**config.mk**
```make
export PLATFORM = sky130hd
export DESIGN_NAME = iep_ctrl
export DESIGN_NICKNAME = d
export VERILOG_FILES = /design/src/iep_ctrl.v /design/src/iep_arb.v /design/src/iep_pin.v
export VERILOG_INCLUDE_DIRS = /design/src /design/src/src
export SDC_FILE = /design/constraint.sdc
export NUM_CORES = 1
export LEC_CHECK = 0
export CAP_MARGIN = 15
export CORE_MARGIN = 2
export CORE_UTILIZATION = 56
export DETAILED_ROUTE_END_ITERATION = 16
export DONT_BUFFER_PORTS = 1
export PLACE_DENSITY = 0.69
export RECOVER_POWER = 25
export SETUP_SLACK_MARGIN = 0.3
export SYNTH_ARGS = -nofsm -noshare
export SYNTH_HDL_FRONTEND = slang
export SYNTH_SLANG_ARGS = --single-unit
export TNS_END_PERCENT = 5
```
**constraint.sdc**
```tcl
create_clock -name pclk -period 16.3 [get_ports pclk]
set_input_delay 3.26 -clock pclk [delete_from_list [all_inputs] [get_ports pclk]]
set_output_delay 3.26 -clock pclk [all_outputs]
set_load 0.005 [all_outputs]
```
**src/iep_defs.vh**
```
`ifndef IEP_DEFS_VH
`define IEP_DEFS_VH

// Register indices; the APB byte address is four times the index.
`define IEP_IDX_EN_GRP1 8'ha8
`define IEP_IDX_EN_GRP2 8'ha9
`define IEP_IDX_LVL_LO1 8'hb8
`define IEP_IDX_LVL_HI1 8'hb9
`define IEP_IDX_LVL_LO2 8'hba
`define IEP_IDX_LVL_HI2 8'hbb
`define IEP_IDX_FLAGS 8'h95
`define IEP_IDX_P1_SEL 8'h94
`define IEP_IDX_STATUS 8'hc0

// Field positions.
`define IEP_BIT_GLOBAL_EN 7
`define IEP_BIT_PIN2_FLAG 2
`define IEP_BIT_P1_FLAG 1
`define IEP_BIT_UART2 5
`define IEP_BIT_SPI 4
`define IEP_BIT_ADC_TOUCH 3
`define IEP_BIT_PIN2 2
`define IEP_BIT_PORT1 1
`define IEP_BIT_TIMER3 0
`define IEP_BIT_TIMER2 5
`define IEP_BIT_UART1 4
`define IEP_BIT_TIMER1 3
`define IEP_BIT_PIN1 2
`define IEP_BIT_TIMER0 1
`define IEP_BIT_PIN0 0

// Source numbers; group-one sources 0..5, group-two sources 6..11.
`define IEP_SRC_PORT1 4'h7
`define IEP_SRC_PIN2 4'h8
`define IEP_NUM_SRC 12
`define IEP_GRP_W 6

// Reset values.
`define IEP_RST_EN1 8'h00
`define IEP_RST_GRP 6'h00
`define IEP_RST_P1SEL 4'h0
`define IEP_RST_ACTIVE 4'h0
`define IEP_RST_VEC 4'h0
`define IEP_RST_LVL 2'h0
`define IEP_RST_DATA 32'h0000_0000

`endif

```
**src/iep_ctrl.v**
```verilog
`include "iep_defs.vh"

module iep_ctrl
(
   input wire pclk,
   input wire presetn,
   input wire psel,
   input wire penable,
   input wire pwrite,
   input wire [11:0] paddr,
   input wire [31:0] pwdata,
   output wire [31:0] prdata,
   output wire pready,
   output wire pslverr,
   input wire [11:0] src_req,
   input wire ext_pin_two,
   input wire [3:0] port1_pins,
   input wire irq_ack,
   input wire irq_ret,
   output wire irq_req,
   output wire [3:0] irq_vector,
   output wire [1:0] irq_level,
   output wire wake_idle,
   output wire wake_halt
);
   reg [7:0] en_grp1_r;
   reg [5:0] irq_enable_group2_r;
   reg [5:0] irq_level_low_group1_r;
   reg [5:0] irq_level_high_group1_r;
   reg [5:0] irq_level_low_group2_r;
   reg [5:0] irq_level_high_group2_r;
   reg [3:0] port1_sel_r;
   reg pin2_edge_flag_r;
   reg port1_change_flag_r;
   reg [3:0] active_r;
   reg irq_req_r;
   reg [3:0] irq_vec_r;
   reg [1:0] irq_lvl_r;
   reg wake_idle_r;
   reg wake_halt_r;
   reg [31:0] prdata_r;
   reg pready_r;
   reg pslverr_r;

   reg [31:0] rdata_nxt;
   reg mapped_nxt;
   reg [3:0] active_nxt;

   wire [7:0] reg_idx;
   wire setup_ph;
   wire wr_done;
   wire pin2_fall;
   wire port1_change;
   wire [11:0] req_all;
   wire [11:0] en_all;
   wire [11:0] pend;
   wire [11:0] lvl_hi_all;
   wire [11:0] lvl_lo_all;
   wire global_irq_en;
   wire found;
   wire [3:0] best_idx;
   wire [1:0] best_lvl;
   wire cur_valid;
   wire [1:0] cur_lvl;
   wire grant;
   wire ack_pin2;
   wire ack_port1;
   wire timer2_level_hi;
   wire timer2_level_lo;
   wire uart1_level_hi;
   wire uart1_level_lo;
   wire timer1_level_hi;
   wire timer1_level_lo;
   wire pin1_level_hi;
   wire pin1_level_lo;
   wire timer0_level_hi;
   wire timer0_level_lo;
   wire pin0_level_hi;
   wire pin0_level_lo;
   wire uart2_level_hi;
   wire uart2_level_lo;
   wire spi_level_hi;
   wire spi_level_lo;
   wire adc_touch_level_hi;
   wire adc_touch_level_lo;
   wire pin2_level_hi;
   wire pin2_level_lo;
   wire port1_change_level_hi;
   wire port1_change_level_lo;
   wire timer3_level_hi;
   wire timer3_level_lo;

   assign reg_idx = paddr[9:2];
   assign setup_ph = psel & ~penable;
   // An access outside the decoded window is refused, so it must not write either.
   assign wr_done = psel & penable & pready_r & pwrite & (paddr[11:10] == 2'h0);

   iep_pin u_pin
   (
      .pclk(pclk),
      .presetn(presetn),
      .ext_pin_two(ext_pin_two),
      .port1_pins(port1_pins),
      .port1_sel(port1_sel_r),
      .pin2_fall(pin2_fall),
      .port1_change(port1_change)
   );

   // Pin two and port-1 change requests come from the local flags, not from src_req.
   assign req_all = {src_req[11:9], pin2_edge_flag_r, port1_change_flag_r, src_req[6:0]};

   assign global_irq_en = en_grp1_r[`IEP_BIT_GLOBAL_EN];
   assign en_all = {irq_enable_group2_r, en_grp1_r[5:0]};
   assign pend = req_all & en_all & {`IEP_NUM_SRC{global_irq_en}};

   // Each source's level pair is named so the register bit behind it stays plain.
   assign timer2_level_hi = irq_level_high_group1_r[`IEP_BIT_TIMER2];
   assign timer2_level_lo = irq_level_low_group1_r[`IEP_BIT_TIMER2];
   assign uart1_level_hi = irq_level_high_group1_r[`IEP_BIT_UART1];
   assign uart1_level_lo = irq_level_low_group1_r[`IEP_BIT_UART1];
   assign timer1_level_hi = irq_level_high_group1_r[`IEP_BIT_TIMER1];
   assign timer1_level_lo = irq_level_low_group1_r[`IEP_BIT_TIMER1];
   assign pin1_level_hi = irq_level_high_group1_r[`IEP_BIT_PIN1];
   assign pin1_level_lo = irq_level_low_group1_r[`IEP_BIT_PIN1];
   assign timer0_level_hi = irq_level_high_group1_r[`IEP_BIT_TIMER0];
   assign timer0_level_lo = irq_level_low_group1_r[`IEP_BIT_TIMER0];
   assign pin0_level_hi = irq_level_high_group1_r[`IEP_BIT_PIN0];
   assign pin0_level_lo = irq_level_low_group1_r[`IEP_BIT_PIN0];
   assign uart2_level_hi = irq_level_high_group2_r[`IEP_BIT_UART2];
   assign uart2_level_lo = irq_level_low_group2_r[`IEP_BIT_UART2];
   assign spi_level_hi = irq_level_high_group2_r[`IEP_BIT_SPI];
   assign spi_level_lo = irq_level_low_group2_r[`IEP_BIT_SPI];
   assign adc_touch_level_hi = irq_level_high_group2_r[`IEP_BIT_ADC_TOUCH];
   assign adc_touch_level_lo = irq_level_low_group2_r[`IEP_BIT_ADC_TOUCH];
   assign pin2_level_hi = irq_level_high_group2_r[`IEP_BIT_PIN2];
   assign pin2_level_lo = irq_level_low_group2_r[`IEP_BIT_PIN2];
   assign port1_change_level_hi = irq_level_high_group2_r[`IEP_BIT_PORT1];
   assign port1_change_level_lo = irq_level_low_group2_r[`IEP_BIT_PORT1];
   assign timer3_level_hi = irq_level_high_group2_r[`IEP_BIT_TIMER3];
   assign timer3_level_lo = irq_level_low_group2_r[`IEP_BIT_TIMER3];

   // Source numbers run from pin zero at bit 0 up to uart2 at bit 11.
   assign lvl_hi_all = {uart2_level_hi, spi_level_hi, adc_touch_level_hi, pin2_level_hi,
      port1_change_level_hi, timer3_level_hi, timer2_level_hi, uart1_level_hi,
      timer1_level_hi, pin1_level_hi, timer0_level_hi, pin0_level_hi};
   assign lvl_lo_all = {uart2_level_lo, spi_level_lo, adc_touch_level_lo, pin2_level_lo,
      port1_change_level_lo, timer3_level_lo, timer2_level_lo, uart1_level_lo,
      timer1_level_lo, pin1_level_lo, timer0_level_lo, pin0_level_lo};

   iep_arb u_arb
   (
      .pend(pend),
      .lvl_hi(lvl_hi_all),
      .lvl_lo(lvl_lo_all),
      .found(found),
      .idx(best_idx),
      .lvl(best_lvl)
   );

   assign cur_valid = |active_r;
   assign cur_lvl = active_r[3] ? 2'h3 : active_r[2] ? 2'h2 : active_r[1] ? 2'h1 : 2'h0;
   assign grant = found & (~cur_valid | (best_lvl > cur_lvl));

   assign ack_pin2 = irq_ack & irq_req_r & (irq_vec_r == `IEP_SRC_PIN2);
   assign ack_port1 = irq_ack & irq_req_r & (irq_vec_r == `IEP_SRC_PORT1);

   // A return pops the highest level in service; an ack then pushes the granted level.
   always @*
   begin
      active_nxt = active_r;
      if (irq_ret)
      begin
         if (active_r[3])
            active_nxt[3] = 1'b0;
         else if (active_r[2])
            active_nxt[2] = 1'b0;
         else if (active_r[1])
            active_nxt[1] = 1'b0;
         else
            active_nxt[0] = 1'b0;
      end
      if (irq_ack & irq_req_r)
         active_nxt[irq_lvl_r] = 1'b1;
   end

   always @(posedge pclk or negedge presetn)
   begin
      if (!presetn)
      begin
         active_r <= `IEP_RST_ACTIVE;
         irq_req_r <= 1'b0;
         irq_vec_r <= `IEP_RST_VEC;
         irq_lvl_r <= `IEP_RST_LVL;
         wake_idle_r <= 1'b0;
         wake_halt_r <= 1'b0;
      end
      else
      begin
         active_r <= active_nxt;
         // The request drops for one cycle after an ack so the core never sees a stale vector.
         if (irq_ack & irq_req_r)
            irq_req_r <= 1'b0;
         else
            irq_req_r <= grant;
         if (~(irq_ack & irq_req_r))
         begin
            irq_vec_r <= best_idx;
            irq_lvl_r <= best_lvl;
         end
         wake_idle_r <= |pend;
         // Halt wake follows the pin enable alone; port-1 change wakes with no enable.
         wake_halt_r <= (pin2_edge_flag_r & irq_enable_group2_r[`IEP_BIT_PIN2])
            | port1_change_flag_r;
      end
   end

   // Flags: hardware set wins over both the service clear and a software write of zero.
   always @(posedge pclk or negedge presetn)
   begin
      if (!presetn)
      begin
         pin2_edge_flag_r <= 1'b0;
         port1_change_flag_r <= 1'b0;
      end
      else
      begin
         if (pin2_fall)
            pin2_edge_flag_r <= 1'b1;
         else if (ack_pin2)
            pin2_edge_flag_r <= 1'b0;
         else if (wr_done & (reg_idx == `IEP_IDX_FLAGS) & ~pwdata[`IEP_BIT_PIN2_FLAG])
            pin2_edge_flag_r <= 1'b0;
         if (port1_change)
            port1_change_flag_r <= 1'b1;
         else if (ack_port1)
            port1_change_flag_r <= 1'b0;
         else if (wr_done & (reg_idx == `IEP_IDX_FLAGS) & ~pwdata[`IEP_BIT_P1_FLAG])
            port1_change_flag_r <= 1'b0;
      end
   end

   // Register writes take effect at the completing access edge only.
   always @(posedge pclk or negedge presetn)
   begin
      if (!presetn)
      begin
         en_grp1_r <= `IEP_RST_EN1;
         irq_enable_group2_r <= `IEP_RST_GRP;
         irq_level_low_group1_r <= `IEP_RST_GRP;
         irq_level_high_group1_r <= `IEP_RST_GRP;
         irq_level_low_group2_r <= `IEP_RST_GRP;
         irq_level_high_group2_r <= `IEP_RST_GRP;
         port1_sel_r <= `IEP_RST_P1SEL;
      end
      else if (wr_done)
      begin
         if (reg_idx == `IEP_IDX_EN_GRP1)
            en_grp1_r <= {pwdata[7], 1'b0, pwdata[5:0]};
         else if (reg_idx == `IEP_IDX_EN_GRP2)
            irq_enable_group2_r <= pwdata[5:0];
         else if (reg_idx == `IEP_IDX_LVL_LO1)
            irq_level_low_group1_r <= pwdata[5:0];
         else if (reg_idx == `IEP_IDX_LVL_HI1)
            irq_level_high_group1_r <= pwdata[5:0];
         else if (reg_idx == `IEP_IDX_LVL_LO2)
            irq_level_low_group2_r <= pwdata[5:0];
         else if (reg_idx == `IEP_IDX_LVL_HI2)
            irq_level_high_group2_r <= pwdata[5:0];
         else if (reg_idx == `IEP_IDX_P1_SEL)
            port1_sel_r <= pwdata[3:0];
      end
   end

   // Read decode; reserved bits read as zero.
   always @*
   begin
      rdata_nxt = `IEP_RST_DATA;
      mapped_nxt = 1'b1;
      if (paddr[11:10] != 2'h0)
         mapped_nxt = 1'b0;
      else if (reg_idx == `IEP_IDX_EN_GRP1)
         rdata_nxt[7:0] = en_grp1_r;
      else if (reg_idx == `IEP_IDX_EN_GRP2)
         rdata_nxt[5:0] = irq_enable_group2_r;
      else if (reg_idx == `IEP_IDX_LVL_LO1)
         rdata_nxt[5:0] = irq_level_low_group1_r;
      else if (reg_idx == `IEP_IDX_LVL_HI1)
         rdata_nxt[5:0] = irq_level_high_group1_r;
      else if (reg_idx == `IEP_IDX_LVL_LO2)
         rdata_nxt[5:0] = irq_level_low_group2_r;
      else if (reg_idx == `IEP_IDX_LVL_HI2)
         rdata_nxt[5:0] = irq_level_high_group2_r;
      else if (reg_idx == `IEP_IDX_P1_SEL)
         rdata_nxt[3:0] = port1_sel_r;
      else if (reg_idx == `IEP_IDX_FLAGS)
      begin
         rdata_nxt[`IEP_BIT_PIN2_FLAG] = pin2_edge_flag_r;
         rdata_nxt[`IEP_BIT_P1_FLAG] = port1_change_flag_r;
      end
      else if (reg_idx == `IEP_IDX_STATUS)
         rdata_nxt[8:0] = {irq_req_r, irq_vec_r, active_r};
      else
         mapped_nxt = 1'b0;
   end

   // Zero-wait slave: ready rises for exactly the access cycle after each setup cycle.
   always @(posedge pclk or negedge presetn)
   begin
      if (!presetn)
      begin
         prdata_r <= `IEP_RST_DATA;
         pready_r <= 1'b0;
         pslverr_r <= 1'b0;
      end
      else
      begin
         pready_r <= setup_ph;
         // The error is rebuilt every cycle so it can never outlive its own ready.
         pslverr_r <= setup_ph & ~mapped_nxt;
         if (setup_ph)
            prdata_r <= pwrite ? `IEP_RST_DATA : rdata_nxt;
      end
   end

   assign prdata = prdata_r;
   assign pready = pready_r;
   assign pslverr = pslverr_r;
   assign irq_req = irq_req_r;
   assign irq_vector = irq_vec_r;
   assign irq_level = irq_lvl_r;
   assign wake_idle = wake_idle_r;
   assign wake_halt = wake_halt_r;
endmodule // iep_ctrl

```
**src/iep_arb.v**
```verilog
// Picks the highest-level pending source; on equal levels the lower source number wins.
module iep_arb
(
   input wire [11:0] pend,
   input wire [11:0] lvl_hi,
   input wire [11:0] lvl_lo,
   output wire found,
   output wire [3:0] idx,
   output wire [1:0] lvl
);
   wire [12:0] c_found;
   wire [51:0] c_idx;
   wire [25:0] c_lvl;

   assign c_found[12] = 1'b0;
   assign c_idx[51:48] = 4'h0;
   assign c_lvl[25:24] = 2'h0;

   genvar i;
   generate
      for (i = 0; i < 12; i = i + 1)
      begin : g_chain
         wire [1:0] my_lvl;
         wire take;
         localparam [3:0] SRC_NUM = i;
         assign my_lvl = {lvl_hi[i], lvl_lo[i]};
         assign take = pend[i] & (~c_found[i+1] | (my_lvl >= c_lvl[2*i+3:2*i+2]));
         assign c_found[i] = take | c_found[i+1];
         assign c_idx[4*i+3:4*i] = take ? SRC_NUM : c_idx[4*i+7:4*i+4];
         assign c_lvl[2*i+1:2*i] = take ? my_lvl : c_lvl[2*i+3:2*i+2];
      end
   endgenerate

   assign found = c_found[0];
   assign idx = c_idx[3:0];
   assign lvl = c_lvl[1:0];
endmodule // iep_arb

```
**src/iep_pin.v**
```verilog
// Detects a falling edge on the second external pin and a change on selected port-1 pins.
`include "iep_defs.vh"

module iep_pin
(
   input wire pclk,
   input wire presetn,
   input wire ext_pin_two,
   input wire [3:0] port1_pins,
   input wire [3:0] port1_sel,
   output wire pin2_fall,
   output wire port1_change
);
   reg pin2_prev_r;
   reg [3:0] p1_prev_r;
   reg primed_r;

   always @(posedge pclk or negedge presetn)
   begin
      if (!presetn)
      begin
         pin2_prev_r <= 1'b1;
         p1_prev_r <= `IEP_RST_P1SEL;
         primed_r <= 1'b0;
      end
      else
      begin
         pin2_prev_r <= ext_pin_two;
         p1_prev_r <= port1_pins;
         primed_r <= 1'b1;
      end
   end

   // The first cycle after reset has no valid history, so no change is reported then.
   assign pin2_fall = primed_r & pin2_prev_r & ~ext_pin_two;
   assign port1_change = primed_r & |((p1_prev_r ^ port1_pins) & port1_sel);
endmodule // iep_pin

```
Word-level counts from Yosys, hierarchy flattened
Index checks and enable logic that the tools add are counted.
{"block": "word_totals", "regBits": 96, "input_bits": 68, "out_inout_bits": 43, "wordCells": 221}
{"block": "classes", "n_lt_le_gt_ge": 14, "n_eq_ne": 11, "mux": 80, "bitwise_logic": 80, "reduce_logical": 15}
{"operator": "$mux W9", "count": 12}
{"operator": "$eq A8 B8 Y1 const B", "count": 9}
{"operator": "$mux W4", "count": 15}
{"operator": "$mux W6", "count": 6}
{"operator": "$mux W2", "count": 16}
{"operator": "$and A1 B1 Y1", "count": 28}
{"operator": "$and A12 B12 Y12", "count": 2}
{"operator": "$or A1 B1 Y1", "count": 24}
{"operator": "$not A1 Y1", "count": 23}
{"operator": "$ge A2 B2 Y1", "count": 11}
{"operator": "$mux W1", "count": 22}
{"operator": "$mux W3", "count": 6}
{"operator": "$reduce_or A12 Y1", "count": 1}
{"operator": "$mux W8", "count": 1}
{"operator": "$reduce_and A8 Y1", "count": 1}
{"operator": "$reduce_or A4 Y1", "count": 2}
{"operator": "$reduce_and A7 Y1", "count": 1}
{"operator": "$reduce_and A6 Y1", "count": 1}
{"operator": "$reduce_bool A3 Y1", "count": 2}
{"operator": "$mux W5", "count": 1}
{"operator": "$reduce_and A5 Y1", "count": 1}
{"operator": "$and A4 B4 Y4", "count": 1}
{"operator": "$eq A4 B3 Y1 const B", "count": 1}
{"operator": "$eq A4 B4 Y1 const B", "count": 1}
{"operator": "other kinds (12)", "count": 12}

Depth between registers and ports, before layout
{"block": "logic_depth", "depth_word": 51, "ltp_mapped": 73, "depth_no_buf": 72}

By module
Synthesis repeated with hierarchy kept, for this count alone.
{"block": "hier_totals", "hier_cells": 515, "hier_area_um2": 5017.3}
{"module": "iep_ctrl", "n_inst": 1, "cells_each": 337, "area_per_inst_um2": 3641.0, "seq_area_each_um2": 1676.6}
{"module": "iep_arb", "n_inst": 1, "cells_each": 162, "area_per_inst_um2": 1156.1, "seq_area_each_um2": 0.0}
{"module": "iep_pin", "n_inst": 1, "cells_each": 16, "area_per_inst_um2": 220.2, "seq_area_each_um2": 151.4}

Least setup slack after synthesis
Ideal clock, no wire load.
{"block": "synth_timing", "path_kind": "input -> register", "start": "input src_req[11]", "end": "register irq_req_r (netlist: irq_req)", "setup_time_ps": 120, "t_arrival_ps": 15910, "t_required_ps": 16180, "slack_ps": 270, "cell_stages": 70, "path_buffers": 0, "path_cell_list": "and4_1 > ha_1 > nand2b_1 > a211oi_1 > o21ai_0 > ha_1 > nand2b_1 > a211oi_2 > nor3_1 > o21a_1 > ha_1 > nand2b_1 > a211oi_2 > or2_2 > o211ai_1 > nand2_1 > ha_1 > nand2b_1 > (+34 left out) > a22o_2 > ha_1 > nand2b_1 > a21oi_1 > a21oi_2 > nand2_1 > o21a_1 > ha_1 > nand2b_1 > a21oi_1 > a21o_1 > mux2_2 > o21ai_1 > ha_1 > inv_1 > a21oi_1 > a21oi_1 > o211a_1"}
{"block": "synth_via", "elab_chain_cells": 51, "word_cells_on_any_way": 73, "classes_between": "order compare: 12; mux: 13; bitwise: 48"}
{"item": "from (decl)", "line": "iep_ctrl.v:15", "rtl": "input wire [11:0] src_req,"}
{"item": "$and A12 B12 Y12 (*) (2 in series)", "line": "iep_ctrl.v:114", "rtl": "assign pend = req_all & en_all & {`IEP_NUM_SRC{global_irq_en}};"}
{"item": "$mux W2", "line": "iep_arb.v:30", "rtl": "assign c_lvl[2*i+1:2*i] = take ? my_lvl : c_lvl[2*i+3:2*i+2];"}
{"item": "$ge A2 B2 Y1", "line": "iep_arb.v:27", "rtl": "assign take = pend[i] & (~c_found[i+1] | (my_lvl >= c_lvl[2*i+3:2*i+2]));"}
{"item": "$or A1 B1 Y1", "line": "iep_arb.v:27"}
{"item": "$and A1 B1 Y1", "line": "iep_arb.v:27"}
{"item": "$mux W2 or $or A1 B1 Y1 (tied branches)", "line": "iep_arb.v:30, iep_arb.v:28"}
{"item": "$ge A2 B2 Y1 or $not A1 Y1 (tied branches)", "line": "iep_arb.v:27"}
{"item": "$or A1 B1 Y1", "line": "iep_arb.v:27"}
{"item": "(+34 left out)"}
{"item": "$ge A2 B2 Y1 or $not A1 Y1 (tied branches)", "line": "iep_arb.v:27"}
{"item": "$or A1 B1 Y1", "line": "iep_arb.v:27"}
{"item": "$and A1 B1 Y1", "line": "iep_arb.v:27"}
{"item": "$mux W2", "line": "iep_arb.v:30"}
{"item": "$gt A2 B2 Y1", "line": "iep_ctrl.v:162", "rtl": "assign grant = found & (~cur_valid | (best_lvl > cur_lvl));"}
{"item": "$or A1 B1 Y1", "line": "iep_ctrl.v:162"}
{"item": "$and A1 B1 Y1 (*)", "line": "iep_ctrl.v:162"}
{"item": "$mux W1 (*)", "line": "iep_ctrl.v:201", "rtl": "if (irq_ack & irq_req_r)"}
{"item": "to (signal assigned)", "line": "iep_ctrl.v:204", "rtl": "irq_req_r <= grant;"}
{"item": "to (decl)", "line": "iep_ctrl.v:36", "rtl": "reg irq_req_r;"}
Every way passes the cells marked *; elsewhere a longest branch is shown, timed or not.
A chain may end at the register's enable or synchronous reset.

Final worst setup path
{"block": "layout_timing", "start": "input src_req[11]", "end": "register irq_req_r (netlist: irq_req)"}
{"block": "layout_via", "elab_chain_cells": 51, "word_cells_on_any_way": 73, "classes_between": "order compare: 12; mux: 13; bitwise: 48"}
{"item": "$and A12 B12 Y12 (*) (2 in series)", "line": "iep_ctrl.v:114"}
{"item": "$mux W2", "line": "iep_arb.v:30"}
{"item": "$ge A2 B2 Y1", "line": "iep_arb.v:27"}
{"item": "$or A1 B1 Y1", "line": "iep_arb.v:27"}
{"item": "$and A1 B1 Y1", "line": "iep_arb.v:27"}
{"item": "$mux W2 or $or A1 B1 Y1 (tied branches)", "line": "iep_arb.v:30, iep_arb.v:28"}
{"item": "$ge A2 B2 Y1 or $not A1 Y1 (tied branches)", "line": "iep_arb.v:27"}
{"item": "$or A1 B1 Y1", "line": "iep_arb.v:27"}
{"item": "(+35 left out)"}
{"item": "$or A1 B1 Y1", "line": "iep_arb.v:27"}
{"item": "$and A1 B1 Y1", "line": "iep_arb.v:27"}
{"item": "$mux W2 (*)", "line": "iep_arb.v:30"}
{"item": "via best_lvl[1]", "line": "iep_ctrl.v:62", "rtl": "wire [1:0] best_lvl;"}
{"item": "$gt A2 B2 Y1 (*)", "line": "iep_ctrl.v:162"}
{"item": "$or A1 B1 Y1 (*)", "line": "iep_ctrl.v:162"}
{"item": "$and A1 B1 Y1 (*)", "line": "iep_ctrl.v:162"}
{"item": "$mux W1 (*)", "line": "iep_ctrl.v:201"}
Mark *: on every way through the listed nets, which the timed path passes. The rest lies on a longest branch.

==> run_results.csv <==
group,metric,value,unit
detailed_routing,vias_per_cell,6.41,
job,max-cap-violations,0,
final_layout,fin_util,67.4,%
clock_tree,cts_buffer_depth,2,
floorplanning,core_area,8220,µm²
global_routing,grt_max_degree,74,
place,place_ws,-242,ps
clock_tree,path_clk_slew,80,ps
detailed_routing,drc,0,
clock_tree,cts_tree,"done",
yosys,synth_edf_count,0,
yosys,ys_ff_latch,73,
final_layout,fillers,663,
yosys,ys_seq_area_share,38.6,%
yosys,syn-instance-count,484,
worst_setup_path,critical_path_arrival,15960,ps
global_routing,grtUsageTotal,29.1,%
final_layout,fin_cells,635,
final_layout,drive_above_1_share,30.9,%
yosys,synth_cell_types,68,
sta,hold_viol,0,
global_routing,grt_pass1_wl,19900,µm
detailed_routing,wl_per_cell,20.9,µm
sta,worst_slack,577,ps
global_routing,grt_pass1_vias,3822,
floorplanning,die-area,9200,µm²
outcome,outcome,"finished clean",
clock_tree,cts_sinks,73,
worst_setup_path,worstSetupEndpointType,"flip-flop",
final_layout,area_growth_syn_to_layout,17.1,%
worst_setup_path,cp_slowest_cell,"or4_4",
yosys,async_reset_ff_share,100,%
power,power,0.000320,W
worst_setup_path,critPathBufInv,0,
detailed_routing,drt_iter0_markers,292,
place,portBuffers,0,
yosys,avgSynthCellArea,9.78,µm²
sta,fin_tns_setup,0,ps
sta,setup_viol,0,
worst_setup_path,crit_family,"compound AO/OA/AOI/OAI gates",
power,vdd_drop_max,0.0624,mV
worst_setup_path,r2r_slack,2480,ps
global_routing,overflow,0,
sta,rsz0062_at_grt,"yes",
place,dp.cells,607,
floorplanning,io_pins,111,
sta,relSlewSlack,28.1,%
detailed_routing,totalWireLength,13300,µm
power,leakage,2.58,nW
clock_tree,htreeDepth,3,
floorplanning,die_w,95.9,µm
yosys,synthFlopType,"dfrtp_1",
power,p_per_area,57.7,nW/µm²
global_routing,antenna_found_initial,0,
clock_tree,clock_latency,350,ps
sta,fmax,63.6,MHz
detailed_routing,drt-pass1-iter-count,5,
final_layout,seq_area,1830,µm²
floorplanning,initial_utilization,57.6,%
worst_setup_path,worstSetupStartpointType,"input port",
sta,finalCriticalPeriod,15720,ps
floorplanning,placementRows,33,
worst_setup_path,path_common_cell,"ha_1",
worst_setup_path,critical_path_peak_fanout,5,
worst_setup_path,cp_data_required_time,16540,ps
sta,worstMarginPinSlew,1070,ps
worst_setup_path,crit_type,"in2reg",
worst_hold_path,hold_class,"reg2reg",
final_layout,final_nets,614,
yosys,synth_area,4730,µm²
clock_tree,root_buffer,"clkbuf_8",
yosys,yosysWarnings,0,
floorplanning,die_y,95.9,µm
sta,skew,9.51,ps
clock_tree,cts_buffers,9,
place,dp_hpwl,9830,µm
sta,drv_slew,0,
worst_setup_path,max_stage_delay,430,ps
place,gp_congestion,0.893,
clock_tree,ctsHoldBuffers,0,
sta,timing.final.crit_share,96.5,%
final_layout,diodes,0,
detailed_routing,vias,4073,
detailed_routing,postRouteAntennaNets,0,
final_layout,multiInputGateArea,3000,µm²
==> cells in the final DEF (no fill, tap or decap), types with 4 or more instances in the layout <==
master,Yosys,layout
buf_4,23,42
o221ai_1,5,5
a22o_1,5,5
inv_1,19,19
mux2_2,41,40
nand2b_4,2,12
nand4_1,5,5
clkbuf_8,0,9
nand2_1,47,45
mux2i_1,8,8
nor2_1,22,21
a21o_1,6,6
a32o_1,4,4
nor3_1,11,10
a22oi_1,5,5
ha_1,21,16
and3_1,8,8
a21oi_2,2,7
conb_1,2,24
xor2_1,4,4
nand3_1,17,17
nand2b_1,16,6
o211ai_1,4,4
dfrtp_1,72,72
o21ai_2,0,5
nor4_1,4,4
a211oi_1,11,8
o21a_1,5,5
ha_4,0,4
a21oi_1,17,10
o21ai_0,25,21
==> through the flow <==
| step | instance area (µm²) | hold WS, ps |
|---|---|---|
| floorplan | 4820 | 470 |
| global placement | 4960 | 484 |
| detailed placement | 4960 | 497 |
| CTS | 5180 | 510 |
| global route | 5540 | 543 |
| finish | 5540 | 507 |
==> flip-flops by register name, indices dropped and copies added (netlist names), 2 cells and up <==
signal and count:
active_r 4, irq_level 2, prdata 9, irq_level_high_group2_r 6, irq_enable_group2_r 6, port1_sel_r 4, irq_vector 4, irq_level_high_group1_r 6
u_pin.p1_prev_r 4, irq_level_low_group1_r 6, irq_level_low_group2_r 6, en_grp1_r 7
==> cell families (layout without fill, tap and decap cells) <==
kind of cell	Yosys count	in the layout	share of synthesized area, %
and+or+nand+nor	148	148	15.9
AOI/OAI and AO/OA	129	129	20.2
DFF	73	73	38.6
buffers and inverters	55	79	6.21
muxes	52	52	12.6
adders and majority gates	21	21	5.55
xor gates and xnor gates	4	4	0.740
other	2	24	0.159
==> cells in the mapped netlist (3+ instances only) <==
cell type / instances / area share, %
dfrtp_1: 72 / 38
nand2_1: 47 / 3.7
mux2_2: 41 / 9.8
o21ai_0: 25 / 2.6
buf_4: 23 / 3.6
nor2_1: 22 / 1.7
ha_1: 21 / 5.6
inv_1: 19 / 1.5
a21oi_1: 17 / 1.8
nand3_1: 17 / 1.8
nand2b_1: 16 / 2.1
a211oi_1: 11 / 1.7
nor3_1: 11 / 1.2
clkbuf_1: 10 / 0.79
and3_1: 8 / 1.1
mux2i_1: 8 / 1.7
a21o_1: 6 / 0.95
a22o_1: 5 / 0.93
a22oi_1: 5 / 0.79
nand4_1: 5 / 0.66
o21a_1: 5 / 0.79
o221ai_1: 5 / 0.93
a32o_1: 4 / 0.85
nor4_1: 4 / 0.53
o211ai_1: 4 / 0.63
or2_2: 4 / 0.53
xor2_1: 4 / 0.74
a221oi_1: 3 / 0.56
a31oi_1: 3 / 0.40
nor3b_1: 3 / 0.48
o21ai_1: 3 / 0.32
o31ai_1: 3 / 0.48
==> worst min-delay path: stages (launching register included) <==
cell and delay, ps:
dfstp_2 370, nand2_1 40, o21ai_0 60
==> cell type report <==
cell class                      instances  area share [%]
Inverter                               20            1.36
Multi-Input combinational cell        378            54.2
Tap cell                              105            2.37
Clock buffer                            9            2.24
Sequential cell                        73            33.0
Timing Repair Buffer                   43            5.90
Clock inverter                          7           0.971
==> power by group <==
group	internal, W	switching (W)	total, W
clock network	0.0000562	0.0000735	0.000130
logic	0.00000265	0.00000401	0.00000666
registers	0.000182	0.000000942	0.000183
==> repair_timing <==
action,4_1_cts,5_1_grt
setup endpoints to repair,1,7
resized for setup,3,54
buffers inserted,2,10
pin swaps,5,43
==> path summary, 6_finish.rpt <==
kind / from / endpoint / cells after the start
worst min-delay path: u_pin.pin2_prev_r$_DFF_PN1_ / pin2_edge_flag_r$_DFFE_PN0P_ / 2
worst max-delay path: src_req[11] / irq_req$_DFF_PN0_ / 68
min in group asynchronous: presetn / irq_level_low_group1_r[1]$_DFFE_PN0P_ / 0
worst min register to register: u_pin.pin2_prev_r$_DFF_PN1_ / pin2_edge_flag_r$_DFFE_PN0P_ / 2
worst max register to register: en_grp1_r[7]$_DFFE_PN0P_ / irq_req$_DFF_PN0_ / 68
max in group asynchronous: presetn / u_pin.pin2_prev_r$_DFF_PN1_ / 0
==> layer usage <==
metal / wire length [µm] / vias up / GRT usage [%]
met3: 1360 / 35 / 7.91
met4: 351 / 0 / 9.64
li1: - / 1849 / -
met1: 5290 / 1976 / 38.3
met5: 0 / - / 0
met2: 6270 / 213 / 46.6
Note: power is estimated with default switching activity, not from simulation.
